File: src/shared/scpm_pkg.sv
package scpm_pkg;
   // register offsets
   localparam logic [2:0] OFS_COUNT_B0     = 3'h0;
   localparam logic [2:0] OFS_COUNT_B3     = 3'h3;
   localparam logic [2:0] OFS_OSC_CTRL     = 3'h4;
   localparam logic [2:0] OFS_CHARGE_CFG   = 3'h5;
   localparam logic [2:0] OFS_LAST         = 3'h5;
   // field positions
   localparam int         OSC_DIS_BIT      = 7;
   localparam int         KEY_MSB          = 7;
   localparam int         KEY_LSB          = 4;
   localparam int         DIODE_MSB        = 3;
   localparam int         DIODE_LSB        = 2;
   localparam int         RES_MSB          = 1;
   localparam int         RES_LSB          = 0;
   // field codes
   localparam logic [3:0] CHARGE_KEY_ON    = 4'ha;
   localparam logic [1:0] DIODE_NONE       = 2'h1;
   localparam logic [1:0] DIODE_ONE        = 2'h2;
   localparam logic [1:0] RES_OFF          = 2'h0;
   // reset values
   localparam logic [31:0] COUNT_RST       = 32'h0000_0000;
   localparam logic        OSC_DIS_RST     = 1'h0;
   localparam logic [7:0]  CHARGE_CFG_RST  = 8'h00;
   // serial bus address, read bit set in lsb
   localparam logic [6:0] DEV_ADDR         = 7'h68;
   // timebase figures
   localparam int         XTAL_HZ          = 32768;
   localparam int         HOLD_MS          = 250;
   localparam int         OSC_START_MS     = 1000;
   localparam int         HOLD_TICKS       = XTAL_HZ * HOLD_MS / 1000;
   localparam int         OSC_START_TICKS  = XTAL_HZ * OSC_START_MS / 1000;
endpackage : scpm_pkg

File: src/verilog/scpm_twi_slave.sv
`timescale 1ns/1ns
// byte engine of the two-wire slave; works on cleaned scl/sda levels
module scpm_twi_slave (
   input  wire logic       sys_clk,
   input  wire logic       rst_sync_n,
   input  wire logic       scl,
   input  wire logic       sda,
   input  wire logic       bus_enable,
   input  wire logic [7:0] tx_byte,
   output logic            sda_oe,
   output logic [7:0]      rx_byte,
   output logic            ptr_load,
   output logic            data_wr,
   output logic            rd_done
);
   typedef enum logic [2:0] {
      ST_IDLE, ST_ADDR, ST_ADDR_ACK, ST_WDATA, ST_WACK, ST_RDATA, ST_RACK
   } scpm_twi_state_t;

   scpm_twi_state_t state;        // bus phase
   logic [7:0]      shreg;        // shift register
   logic [3:0]      bit_cnt;      // bits moved in this byte
   logic            is_read;      // direction of this access
   logic            first;        // next written byte is the offset
   logic            scl_d;        // previous scl
   logic            sda_d;        // previous sda
   logic            start_cond;   // sda falls while scl high
   logic            stop_cond;    // sda rises while scl high
   logic            scl_rise;
   logic            scl_fall;

   // line conditions
   assign start_cond = scl & scl_d & sda_d & ~sda;
   assign stop_cond  = scl & scl_d & ~sda_d & sda;
   assign scl_rise   = scl & ~scl_d;
   assign scl_fall   = ~scl & scl_d;

   // previous levels
   always_ff @(posedge sys_clk or negedge rst_sync_n) begin
      if (!rst_sync_n) begin
         scl_d <= 1'b1;
         sda_d <= 1'b1;
      end else begin
         scl_d <= scl;
         sda_d <= sda;
      end
   end

   // protocol state machine
   always_ff @(posedge sys_clk or negedge rst_sync_n) begin
      if (!rst_sync_n) begin
         state    <= ST_IDLE;
         shreg    <= 8'h00;
         bit_cnt  <= 4'h0;
         is_read  <= 1'b0;
         first    <= 1'b0;
         sda_oe   <= 1'b0;
         rx_byte  <= 8'h00;
         ptr_load <= 1'b0;
         data_wr  <= 1'b0;
         rd_done  <= 1'b0;
      end else begin
         ptr_load <= 1'b0;
         data_wr  <= 1'b0;
         rd_done  <= 1'b0;
         if (!bus_enable) begin
            // supply low: deaf to the bus
            state  <= ST_IDLE;
            sda_oe <= 1'b0;
         end else if (start_cond) begin
            // start or repeated start opens an access
            state   <= ST_ADDR;
            bit_cnt <= 4'h0;
            first   <= 1'b1;
            sda_oe  <= 1'b0;
         end else if (stop_cond) begin
            state  <= ST_IDLE;
            sda_oe <= 1'b0;
         end else if (scl_rise) begin
            unique case (state)
               ST_ADDR, ST_WDATA: begin
                  shreg   <= {shreg[6:0], sda};
                  bit_cnt <= bit_cnt + 4'h1;
               end
               ST_RACK: begin
                  // master nack ends the read burst
                  if (sda) begin
                     state <= ST_IDLE;
                  end
               end
               default: ;
            endcase
         end else if (scl_fall) begin
            unique case (state)
               ST_ADDR: begin
                  if (bit_cnt == 4'h8) begin
                     if (shreg[7:1] == scpm_pkg::DEV_ADDR) begin
                        state   <= ST_ADDR_ACK;
                        sda_oe  <= 1'b1;
                        is_read <= shreg[0];
                     end else begin
                        state <= ST_IDLE;
                     end
                  end
               end
               ST_ADDR_ACK: begin
                  if (is_read) begin
                     state   <= ST_RDATA;
                     shreg   <= tx_byte;
                     sda_oe  <= ~tx_byte[7];
                     bit_cnt <= 4'h1;
                  end else begin
                     state   <= ST_WDATA;
                     sda_oe  <= 1'b0;
                     bit_cnt <= 4'h0;
                  end
               end
               ST_WDATA: begin
                  if (bit_cnt == 4'h8) begin
                     // acknowledge and hand the byte over
                     state    <= ST_WACK;
                     sda_oe   <= 1'b1;
                     rx_byte  <= shreg;
                     ptr_load <= first;
                     data_wr  <= ~first;
                     first    <= 1'b0;
                  end
               end
               ST_WACK: begin
                  state   <= ST_WDATA;
                  sda_oe  <= 1'b0;
                  bit_cnt <= 4'h0;
               end
               ST_RDATA: begin
                  if (bit_cnt == 4'h8) begin
                     state   <= ST_RACK;
                     sda_oe  <= 1'b0;
                     rd_done <= 1'b1;
                  end else begin
                     sda_oe  <= ~shreg[6];
                     shreg   <= {shreg[6:0], 1'b0};
                     bit_cnt <= bit_cnt + 4'h1;
                  end
               end
               ST_RACK: begin
                  // master acked: send next register
                  state   <= ST_RDATA;
                  shreg   <= tx_byte;
                  sda_oe  <= ~tx_byte[7];
                  bit_cnt <= 4'h1;
               end
               default: ;
            endcase
         end
      end
   end
endmodule : scpm_twi_slave

File: src/verilog/scpm_top.sv
`timescale 1ns/1ns
// Notes on behaviour
// - 32-bit count, bytes 0..3, lsb first
// - pointer increments per byte, wraps 5 to 0
// - access: start, address, offset, burst, stop
// - offset 4 bit 7 is oscillator disable
// - backup: disable bit stops oscillator, standby
// - main power: oscillator runs, counting gated
// - count once per second from timebase
// - crystal or external clock on input
// - power fail blocks all register access
// - power fail drives reset low immediately
// - reset held 250ms after power returns
// - disabled oscillator adds start-up to hold
// - offset 5: key, diode, resistor fields
// - charger on only for key 1010
// - first written byte loads the pointer
module scpm_top #(
   parameter int TICKS_PER_SEC = scpm_pkg::XTAL_HZ,
   parameter int HOLD_TICKS    = scpm_pkg::HOLD_TICKS,
   parameter int START_TICKS   = scpm_pkg::OSC_START_TICKS
) (
   input  wire logic       sys_clk,
   input  wire logic       rst_n,
   input  wire logic       scl_in,
   input  wire logic       sda_in,
   output logic            sda_out,
   output logic            sda_oe,
   input  wire logic       crystal_in,
   output logic            crystal_out,
   input  wire logic       power_good,
   output logic            rst_out_n,
   output logic            rst_out_n_oe,
   output logic            osc_standby,
   output logic            charge_enable,
   output logic [1:0]      diode_select,
   output logic [1:0]      resistor_select
);
   localparam int PRE_W  = $clog2(TICKS_PER_SEC);
   localparam int HOLD_W = $clog2(HOLD_TICKS + START_TICKS + 1);

   logic [1:0]       rst_pipe;       // reset release pipe
   logic             rst_sync_n;     // released reset
   logic [3:0]       raw_in;         // pins to clean
   logic [3:0]       sy1, sy2, sy3;  // sync stages
   logic [3:0]       clean;          // agreed levels
   logic             pwr_ok;         // main supply above threshold
   logic             pwr_ok_d;       // previous pwr_ok
   logic             xtal_d;         // previous timebase level
   logic             xtal_edge;      // timebase rising edge
   logic             osc_run;        // oscillator running
   logic [PRE_W-1:0] prescale;       // timebase edges this second
   logic             sec_inc;        // one second elapsed, counting
   logic [31:0]      count;          // seconds count
   logic [31:0]      next_count;
   logic             osc_disable_n;  // oscillator disable, active high
   logic [7:0]       charge_cfg;     // charger configuration byte
   logic [2:0]       ptr;            // register pointer
   logic [7:0]       tx_byte;        // byte at pointer
   logic [7:0]       rx_byte;        // byte from master
   logic             ptr_load;
   logic             data_wr;
   logic             rd_done;
   logic             reg_wr;         // gated register write
   logic             rst_act;        // reset output active
   logic [HOLD_W-1:0] hold;          // hold ticks remaining
   logic             slave_oe;

   // reset release through two flops
   always_ff @(posedge sys_clk or negedge rst_n) begin
      if (!rst_n) begin
         rst_pipe <= 2'b00;
      end else begin
         rst_pipe <= {rst_pipe[0], 1'b1};
      end
   end
   assign rst_sync_n = rst_pipe[1];

   // three-stage cleaning of outside pins
   assign raw_in = {power_good, crystal_in, sda_in, scl_in};
   for (genvar i = 0; i < 4; i++) begin : g_sync
      always_ff @(posedge sys_clk or negedge rst_sync_n) begin
         if (!rst_sync_n) begin
            // bus lines start at their idle high level, supply starts failed
            sy1[i]   <= (i < 2) ? 1'b1 : 1'b0;
            sy2[i]   <= (i < 2) ? 1'b1 : 1'b0;
            sy3[i]   <= (i < 2) ? 1'b1 : 1'b0;
            clean[i] <= (i < 2) ? 1'b1 : 1'b0;
         end else begin
            sy1[i] <= raw_in[i];
            sy2[i] <= sy1[i];
            sy3[i] <= sy2[i];
            if (sy2[i] == sy3[i]) begin
               clean[i] <= sy3[i];
            end
         end
      end
   end
   assign pwr_ok  = clean[3];
   assign osc_run = pwr_ok | ~osc_disable_n;
   assign xtal_edge = osc_run & clean[2] & ~xtal_d;
   assign reg_wr  = data_wr & pwr_ok;

   // two-wire byte engine
   scpm_twi_slave u_slave (
      .sys_clk    (sys_clk),
      .rst_sync_n (rst_sync_n),
      .scl        (clean[0]),
      .sda        (clean[1]),
      .bus_enable (pwr_ok),
      .tx_byte    (tx_byte),
      .sda_oe     (slave_oe),
      .rx_byte    (rx_byte),
      .ptr_load   (ptr_load),
      .data_wr    (data_wr),
      .rd_done    (rd_done)
   );
   assign sda_oe  = slave_oe;

   // read mux, undefined bits read zero
   always_comb begin
      case (ptr)
         3'h0, 3'h1, 3'h2, 3'h3: tx_byte = count[{ptr[1:0], 3'b000} +: 8];
         scpm_pkg::OFS_OSC_CTRL:   tx_byte = {osc_disable_n, 7'h00};
         scpm_pkg::OFS_CHARGE_CFG: tx_byte = charge_cfg;
         default:                  tx_byte = 8'h00;
      endcase
   end

   // pointer load and auto increment with wrap
   always_ff @(posedge sys_clk or negedge rst_sync_n) begin
      if (!rst_sync_n) begin
         ptr <= scpm_pkg::OFS_COUNT_B0;
      end else if (!pwr_ok) begin
         ptr <= ptr;
      end else if (ptr_load) begin
         ptr <= rx_byte[2:0];
      end else if (data_wr || rd_done) begin
         ptr <= (ptr >= scpm_pkg::OFS_LAST) ? scpm_pkg::OFS_COUNT_B0 : ptr + 3'h1;
      end
   end

   // timebase edge and one-second prescaler
   always_ff @(posedge sys_clk or negedge rst_sync_n) begin
      if (!rst_sync_n) begin
         xtal_d   <= 1'b0;
         prescale <= '0;
         sec_inc  <= 1'b0;
      end else begin
         xtal_d  <= clean[2];
         sec_inc <= 1'b0;
         if (xtal_edge) begin
            if (prescale == PRE_W'(TICKS_PER_SEC - 1)) begin
               prescale <= '0;
               sec_inc  <= ~osc_disable_n;
            end else begin
               prescale <= prescale + PRE_W'(1);
            end
         end
      end
   end

   // next count: increment, then written byte replaces its lane
   always_comb begin
      next_count = count + {31'h0, sec_inc};
      if (reg_wr && ptr <= scpm_pkg::OFS_COUNT_B3) begin
         next_count[{ptr[1:0], 3'b000} +: 8] = rx_byte;
      end
   end

   // seconds count
   always_ff @(posedge sys_clk or negedge rst_sync_n) begin
      if (!rst_sync_n) begin
         count <= scpm_pkg::COUNT_RST;
      end else begin
         count <= next_count;
      end
   end

   // control and charger registers
   always_ff @(posedge sys_clk or negedge rst_sync_n) begin
      if (!rst_sync_n) begin
         osc_disable_n <= scpm_pkg::OSC_DIS_RST;
         charge_cfg    <= scpm_pkg::CHARGE_CFG_RST;
      end else if (reg_wr) begin
         if (ptr == scpm_pkg::OFS_OSC_CTRL) begin
            osc_disable_n <= rx_byte[scpm_pkg::OSC_DIS_BIT];
         end
         if (ptr == scpm_pkg::OFS_CHARGE_CFG) begin
            charge_cfg <= rx_byte;
         end
      end
   end

   // processor reset: asserted on fail, hold counted on timebase
   always_ff @(posedge sys_clk or negedge rst_sync_n) begin
      if (!rst_sync_n) begin
         rst_act  <= 1'b1;
         pwr_ok_d <= 1'b0;
         hold     <= '0;
      end else begin
         pwr_ok_d <= pwr_ok;
         if (!pwr_ok) begin
            rst_act <= 1'b1;
            hold    <= '0;
         end else if (!pwr_ok_d) begin
            hold <= osc_disable_n ? HOLD_W'(HOLD_TICKS + START_TICKS)
                                  : HOLD_W'(HOLD_TICKS);
         end else if (rst_act && xtal_edge) begin
            hold <= hold - HOLD_W'(1);
            if (hold <= HOLD_W'(1)) begin
               rst_act <= 1'b0;
            end
         end
      end
   end

   // pin and charger outputs, all registered
   always_ff @(posedge sys_clk or negedge rst_sync_n) begin
      if (!rst_sync_n) begin
         rst_out_n       <= 1'b0;
         rst_out_n_oe    <= 1'b1;
         sda_out         <= 1'b0;
         osc_standby     <= 1'b0;
         crystal_out     <= 1'b0;
         charge_enable   <= 1'b0;
         diode_select    <= 2'h0;
         resistor_select <= 2'h0;
      end else begin
         rst_out_n       <= 1'b0;                                  // open drain, only pulls low
         sda_out         <= 1'b0;                                  // open drain, only pulls low
         rst_out_n_oe    <= rst_act;
         osc_standby     <= ~pwr_ok & osc_disable_n;
         crystal_out     <= osc_run & ~clean[2];
         diode_select    <= charge_cfg[scpm_pkg::DIODE_MSB:scpm_pkg::DIODE_LSB];
         resistor_select <= charge_cfg[scpm_pkg::RES_MSB:scpm_pkg::RES_LSB];
         charge_enable   <= (charge_cfg[scpm_pkg::KEY_MSB:scpm_pkg::KEY_LSB] == scpm_pkg::CHARGE_KEY_ON)
                            && (charge_cfg[3:2] == scpm_pkg::DIODE_NONE || charge_cfg[3:2] == scpm_pkg::DIODE_ONE)
                            && (charge_cfg[1:0] != scpm_pkg::RES_OFF);
      end
   end
endmodule : scpm_top

File: config.mk
export PLATFORM = sky130hd
export DESIGN_NAME = scpm_top
export DESIGN_NICKNAME = d
export VERILOG_FILES = /design/src/shared/scpm_pkg.sv /design/src/verilog/scpm_twi_slave.sv /design/src/verilog/scpm_top.sv
export SDC_FILE = /design/constraint.sdc
export NUM_CORES = 1
export LEC_CHECK = 0
export BUFFER_PORTS_ARGS = -buffer_cell sky130_fd_sc_hd__buf_2
export CAP_MARGIN = 10
export CORE_ASPECT_RATIO = 1.25
export CORE_MARGIN = 2
export CORE_UTILIZATION = 65
export CTS_CLUSTER_SIZE = 30
export DETAILED_ROUTE_END_ITERATION = 6
export PLACE_DENSITY = 0.87
export SYNTH_ARGS = -nofsm -noshare
export SYNTH_HDL_FRONTEND = slang
export SYNTH_SLANG_ARGS = --single-unit
File: constraint.sdc
create_clock -name sys_clk -period 10.2 [get_ports sys_clk]
set_input_delay 2.04 -clock sys_clk [delete_from_list [all_inputs] [get_ports sys_clk]]
set_output_delay 2.04 -clock sys_clk [all_outputs]
set_load 0.01 [all_outputs]
---- Word level (Yosys, flattened, before mapping) ----
Index checks and enable logic that the tools add are counted.
cells by class
  order comparisons ....................... 3
  equality and inequality tests ........... 45
  shift-type cells ........................ 3
  reductions and logical operators ........ 29
  bitwise logic cells ..................... 27
  add/subtract/negate cells ............... 6
  multiplexer cells ....................... 82
operators with widths
  operator                                                          count
  two-way mux 16 bit                                                4
  case mux 8 bit (3 select lines)                                   2
  two-way mux 1 bit                                                 44
  two-way mux 3 bit                                                 14
  two-way mux 8 bit                                                 5
  adder 32 x 1 -> 32 bit                                            1
  bitwise mux 32 bit                                                1
  two-way mux 32 bit                                                1
  variable shift 8 x 7 -> 32 bit (first input constant)             1
  variable part select 32 x 6 -> 8 bit                              1
  variable part select 8 x 7 -> 32 bit                              1
  two-way mux 4 bit                                                 6
  != test 6 x 2 -> 1 bit (second input constant)                    3
  case mux 3 bit (6 select lines)                                   1
  AND reduction 6 bit                                               3
  less-or-equal comparator 16 x 1 -> 1 bit (second input constant)  1
  case mux 4 bit (4 select lines)                                   1
  AND reduction 8 bit                                               2
  subtractor 16 x 1 -> 16 bit (second input constant)               1
  adder 15 x 1 -> 15 bit (second input constant)                    1
  equality test 15 bit (second input constant)                      1
  equality test 3 bit (second input constant)                       5
  two-way mux 15 bit                                                1
  != test 5 x 2 -> 1 bit (second input constant)                    3
  other kinds (39)                                                  91
storage, ports and cells
  logic and storage cells ................. 240
  bits of input ports ..................... 6
  output and inout port bits .............. 11
  register bits ........................... 136

---- Longest topological paths before layout ----
  word-level depth ........................ 11
  gate-level depth with buffers ........... 10

---- Hierarchy ----
From an unflattened synthesis, not the netlist that was laid out.
second synthesis, totals
  cells, all modules ...................... 669
  area, all modules ....................... 6,950.4 um^2
modules (own cells, without submodules)
  module          cells an instance  area each (um^2)  instances
  scpm_top        506                5,215.0           1
  scpm_twi_slave  163                1,735.4           1

---- Worst setup path after synthesis ----
No wires, ideal clock.
  path kind ............................... reg2out
  start point ............................. reg rst_out_n_oe
  end point ............................... out rst_out_n_oe
  slack ................................... 7,640 ps
  cell stages (with the launch flop) ...... 1
  path buffers ............................ 0
  arrival time ............................ 520 ps
  cell sequence ........................... dfstp_2
RTL lines
  item                    RTL line         text
  start, declared         scpm_top.sv:33   output logic rst_out_n_oe,
  start signal, assigned  scpm_top.sv:232  rst_out_n_oe <= rst_act;
No word-level cell between the ends.

---- Final worst setup path ----
  start point ............................. reg rst_out_n_oe
  end point ............................... out rst_out_n_oe
No word-level cell between the ends.

==> summary.md <==
| Metric | Value |
|---|---|
| Worst setup path class | reg2out |
| Mean Syn Cell Area | 10.37 um2 |
| Status | completed |
| Clock transition at path regs | 0.05 ns |
| Setup TNS | 0 ns |
| Post-route setup slack | 7.122 ns |
| Psw | 0.0003202 W |
| H-tree depth | 4 |
| Post-CTS Resized | 0 |
| Worst flop-to-flop path startpoint | ptr[0]$_DFFE_PN0P_ |
| IO buf count | 14 |
| FF+latch count, synth | 136 |
| Critical-path cell list | buf_2 |
| WL final | 16110 um |
| P&R area growth vs syn | 11.04% |
| Asr flop ratio synth | 1.000 |
| Netlist Area Pre-Place | 6843 um2 |
| Logic pwr share | 0.081 |
| Initial Util | 0.6737 |
| Proportion of layout cells with a drive suffix above 1 | 0.1550 |
| Clock sink total | 136 |
| Clock Power Share | 0.470 |
| WP data required | 8.16 ns |
| Commonest cells post-synth | dfrtp_1 (124), nand2_1 (68), nand3_1 (48) |
| Via density | 6.566 |
| Pwr dens | 176.4 nW/um2 |
| Final period util | 0.3017 |
| I/O pins | 17 |
| Warnings, synthesis | 0 |
| Final setup fails | 0 |
| Tot Pwr | 0.001340 W |
| Critical path depth | 1 |
| R2R Path End | count[19]$_DFF_PN0_ |
| Final instance area | 7599 um2 |
| DRC Markers | 0 |
| Leakage | 3.329 nW |
| Synth Instances | 660 |
| Post-synth EDFFs | 0 |
| DP Area | 6993 um2 |
| Critical Path End | rst_out_n_oe |
| Final Max Slew Viols | 0 |
| Count leader, synth | dfrtp_1 |
| Max VDD drop | 119.5 uV |
| Slew @ Worst Pin | 1.124 ns |
| Gr usage total | 0.3055 |
| Root Buffer | clkbuf_16 |
| Wire length of the first global-routing pass | 26530 um |
| Routed wire per std cell | 19.82 um |
| Die area | 11370 um2 |
| Crit-path max FO | 1 |
| Ranking of synthesized cells by area | dfrtp_1 (45%), xnor2_1 (4.9%), dfstp_2 (4.6%) |
| Fmax | 0.3249 GHz |
| Area leader, netlist | dfrtp_1 |
| Cell-internal power | 0.001020 W |
| Hold Fails Final Rpt | 0 |
| Clock skew | 0.008838 ns |
| Hold buffer count at cts | 0 |
| CTS tree | done |
| Die Height | 118.7 um |
| Grt total ovfl | 0 |
| Slowest stage cell, crit path | dfstp_2 |
| Crit-path leading delay family | flip-flops |
| Post-layout util | 0.7481 |
| Largest net degree at the start of global routing | 77 |
| Most frequently used flop master after synthesis | dfrtp_1 |
| Element type at the critical path end | output port |
| Post-Place Worst Slack | 7.243 ns |
| Unique masters post-synth | 63 |
| Seq/Total Area, Yosys | 0.4995 |
| Core Rows | 41 |
| Filler cell count | 652 |
| Share of the synthesized area in the top cell type | 0.4535 |
| Antenna violations before repair | 0 |
| Relative slew slack | 0.2402 |
| Worst skew pair latency | 0.42 ns |
| Diode count | 0 |
| ANT nets after route | 0 |
| Clock tree buffer depth | 2 |
| WP buf/inv | 1 |
| Vias in the first global route | 5272 |
| First-pass detailed-route iteration total | 5 |
| R2R cell count | 6 |
| Setup Buffers After CTS | 0 |
| Worst reg2reg setup slack | 7.18 ns |
| Chip Width | 95.77 um |
| Nets | 694 |
| Net Sw Frac | 0.2389 |
| DR iter-0 viols | 480 |
| Via Count | 5338 |
| CP startpoint | rst_out_n_oe$_DFF_PN1_ |
| Number of max-cap violations | 0 |
| Critical Path Max Stage Delay | 0.51 ns |
| Sequential share of power | 0.449 |
| Gpl congestion | 0.9266 |
| DP HPWL | 10790 um |
| Core area | 10160 um2 |
| Post-layout min period | 3.078 ns |
| Total CTS buffers | 17 |
| Signal arrival time at the worst endpoint | 1.04 ns |
| RSZ-0062 raised after global routing | no |
| Startpoint Class | register |
| Worst hold path type | reg2reg |
[cells by family (layout without fill, tap and decap cells)]
logic type | count (synthesis) | in the layout | share of synthesized area
other cells | 2 | 3 | 0.001098
fa+ha+maj | 19 | 19 | 0.03328
compound gates | 110 | 110 | 0.09490
buf+inv | 47 | 70 | 0.02834
xor+xnor | 55 | 55 | 0.07040
flops | 136 | 136 | 0.4995
simple gates | 254 | 254 | 0.2006
mux | 37 | 37 | 0.07186
[through the flow]
step,hold WS [ns],std cells
after floorplan,0.3312,661
after global placement,0.3345,783
after detailed placement,0.3357,783
after CTS,0.3549,813
after global routing,0.3626,813
final,0.3534,813
[placed cells by master, fill, tap and decap left out, types with 17 or more instances in the layout]
cell       netlist  final
nand2_1         68     68
nor2_1          42     42
clkbuf_16        0     17
xor2_1          17     17
xnor2_1         38     38
dfrtp_1        124    123
o21ai_0         18     18
inv_1           22     22
nand3_1         48     48
a21oi_1         44     44
mux2_2          27     27
[worst min-delay path by stage]
stage | cells past startpoint | slack [ns] | end | startpoint
2_1_floorplan | 0 | 0.33 | rst_pipe[1]$_DFF_PN0_ | rst_pipe[0]$_DFF_PN0_
3_3_place_gp | 0 | 0.33 | sy2[2]$_DFF_PN0_ | sy1[2]$_DFF_PN0_
3_5_place_dp | 0 | 0.34 | rst_pipe[1]$_DFF_PN0_ | rst_pipe[0]$_DFF_PN0_
4_1_cts | 0 | 0.35 | sy2[0]$_DFF_PN1_ | sy1[0]$_DFF_PN1_
5_1_grt | 0 | 0.36 | sy2[0]$_DFF_PN1_ | sy1[0]$_DFF_PN1_
6_report | 0 | 0.35 | sy2[2]$_DFF_PN0_ | sy1[2]$_DFF_PN0_
[power by group through the flow]
stage	combinational [W]	sequential (W)	clock [W]
after floorplan	0.0000868	0.000604	0
after global placement	0.000101	0.000607	0
after detailed placement	0.000107	0.000610	0
after CTS	0.000109	0.000601	0.000634
after global routing	0.000122	0.000606	0.000660
final	0.000109	0.000602	0.000630
[registers in the layout (all words and copies together) (netlist names), 8 cells and up]
signal	count
count	32
hold	16
prescale	15
charge_cfg	8
u_slave.rx_byte	8
u_slave.shreg	8
[layout make-up]
type / instances / area, um2 / area share
Clock buffer: 23 / 488.0 / 0.06422
Clock inverter: 7 / 117.6 / 0.01548
Sequential cell: 136 / 3422 / 0.4504
Timing Repair Buffer: 16 / 85.08 / 0.01120
Tap cell: 129 / 161.4 / 0.02124
Inverter: 24 / 90.09 / 0.01186
Multi-Input combinational cell: 478 / 3234 / 0.4257
[layer usage]
| metal | wire length, um | share of wire | global-route usage | vias to the layer above |
|---|---|---|---|---|
| met5 | 0 | 0 | 0 | - |
| met4 | 587 | 0.036 | 0.1411 | 0 |
| met3 | 1018 | 0.063 | 0.07584 | 57 |
| met2 | 8201 | 0.51 | 0.4847 | 257 |
| met1 | 6307 | 0.39 | 0.3916 | 2644 |
| li1 | - | - | - | 2380 |
Power figures use the tool's default switching activity.
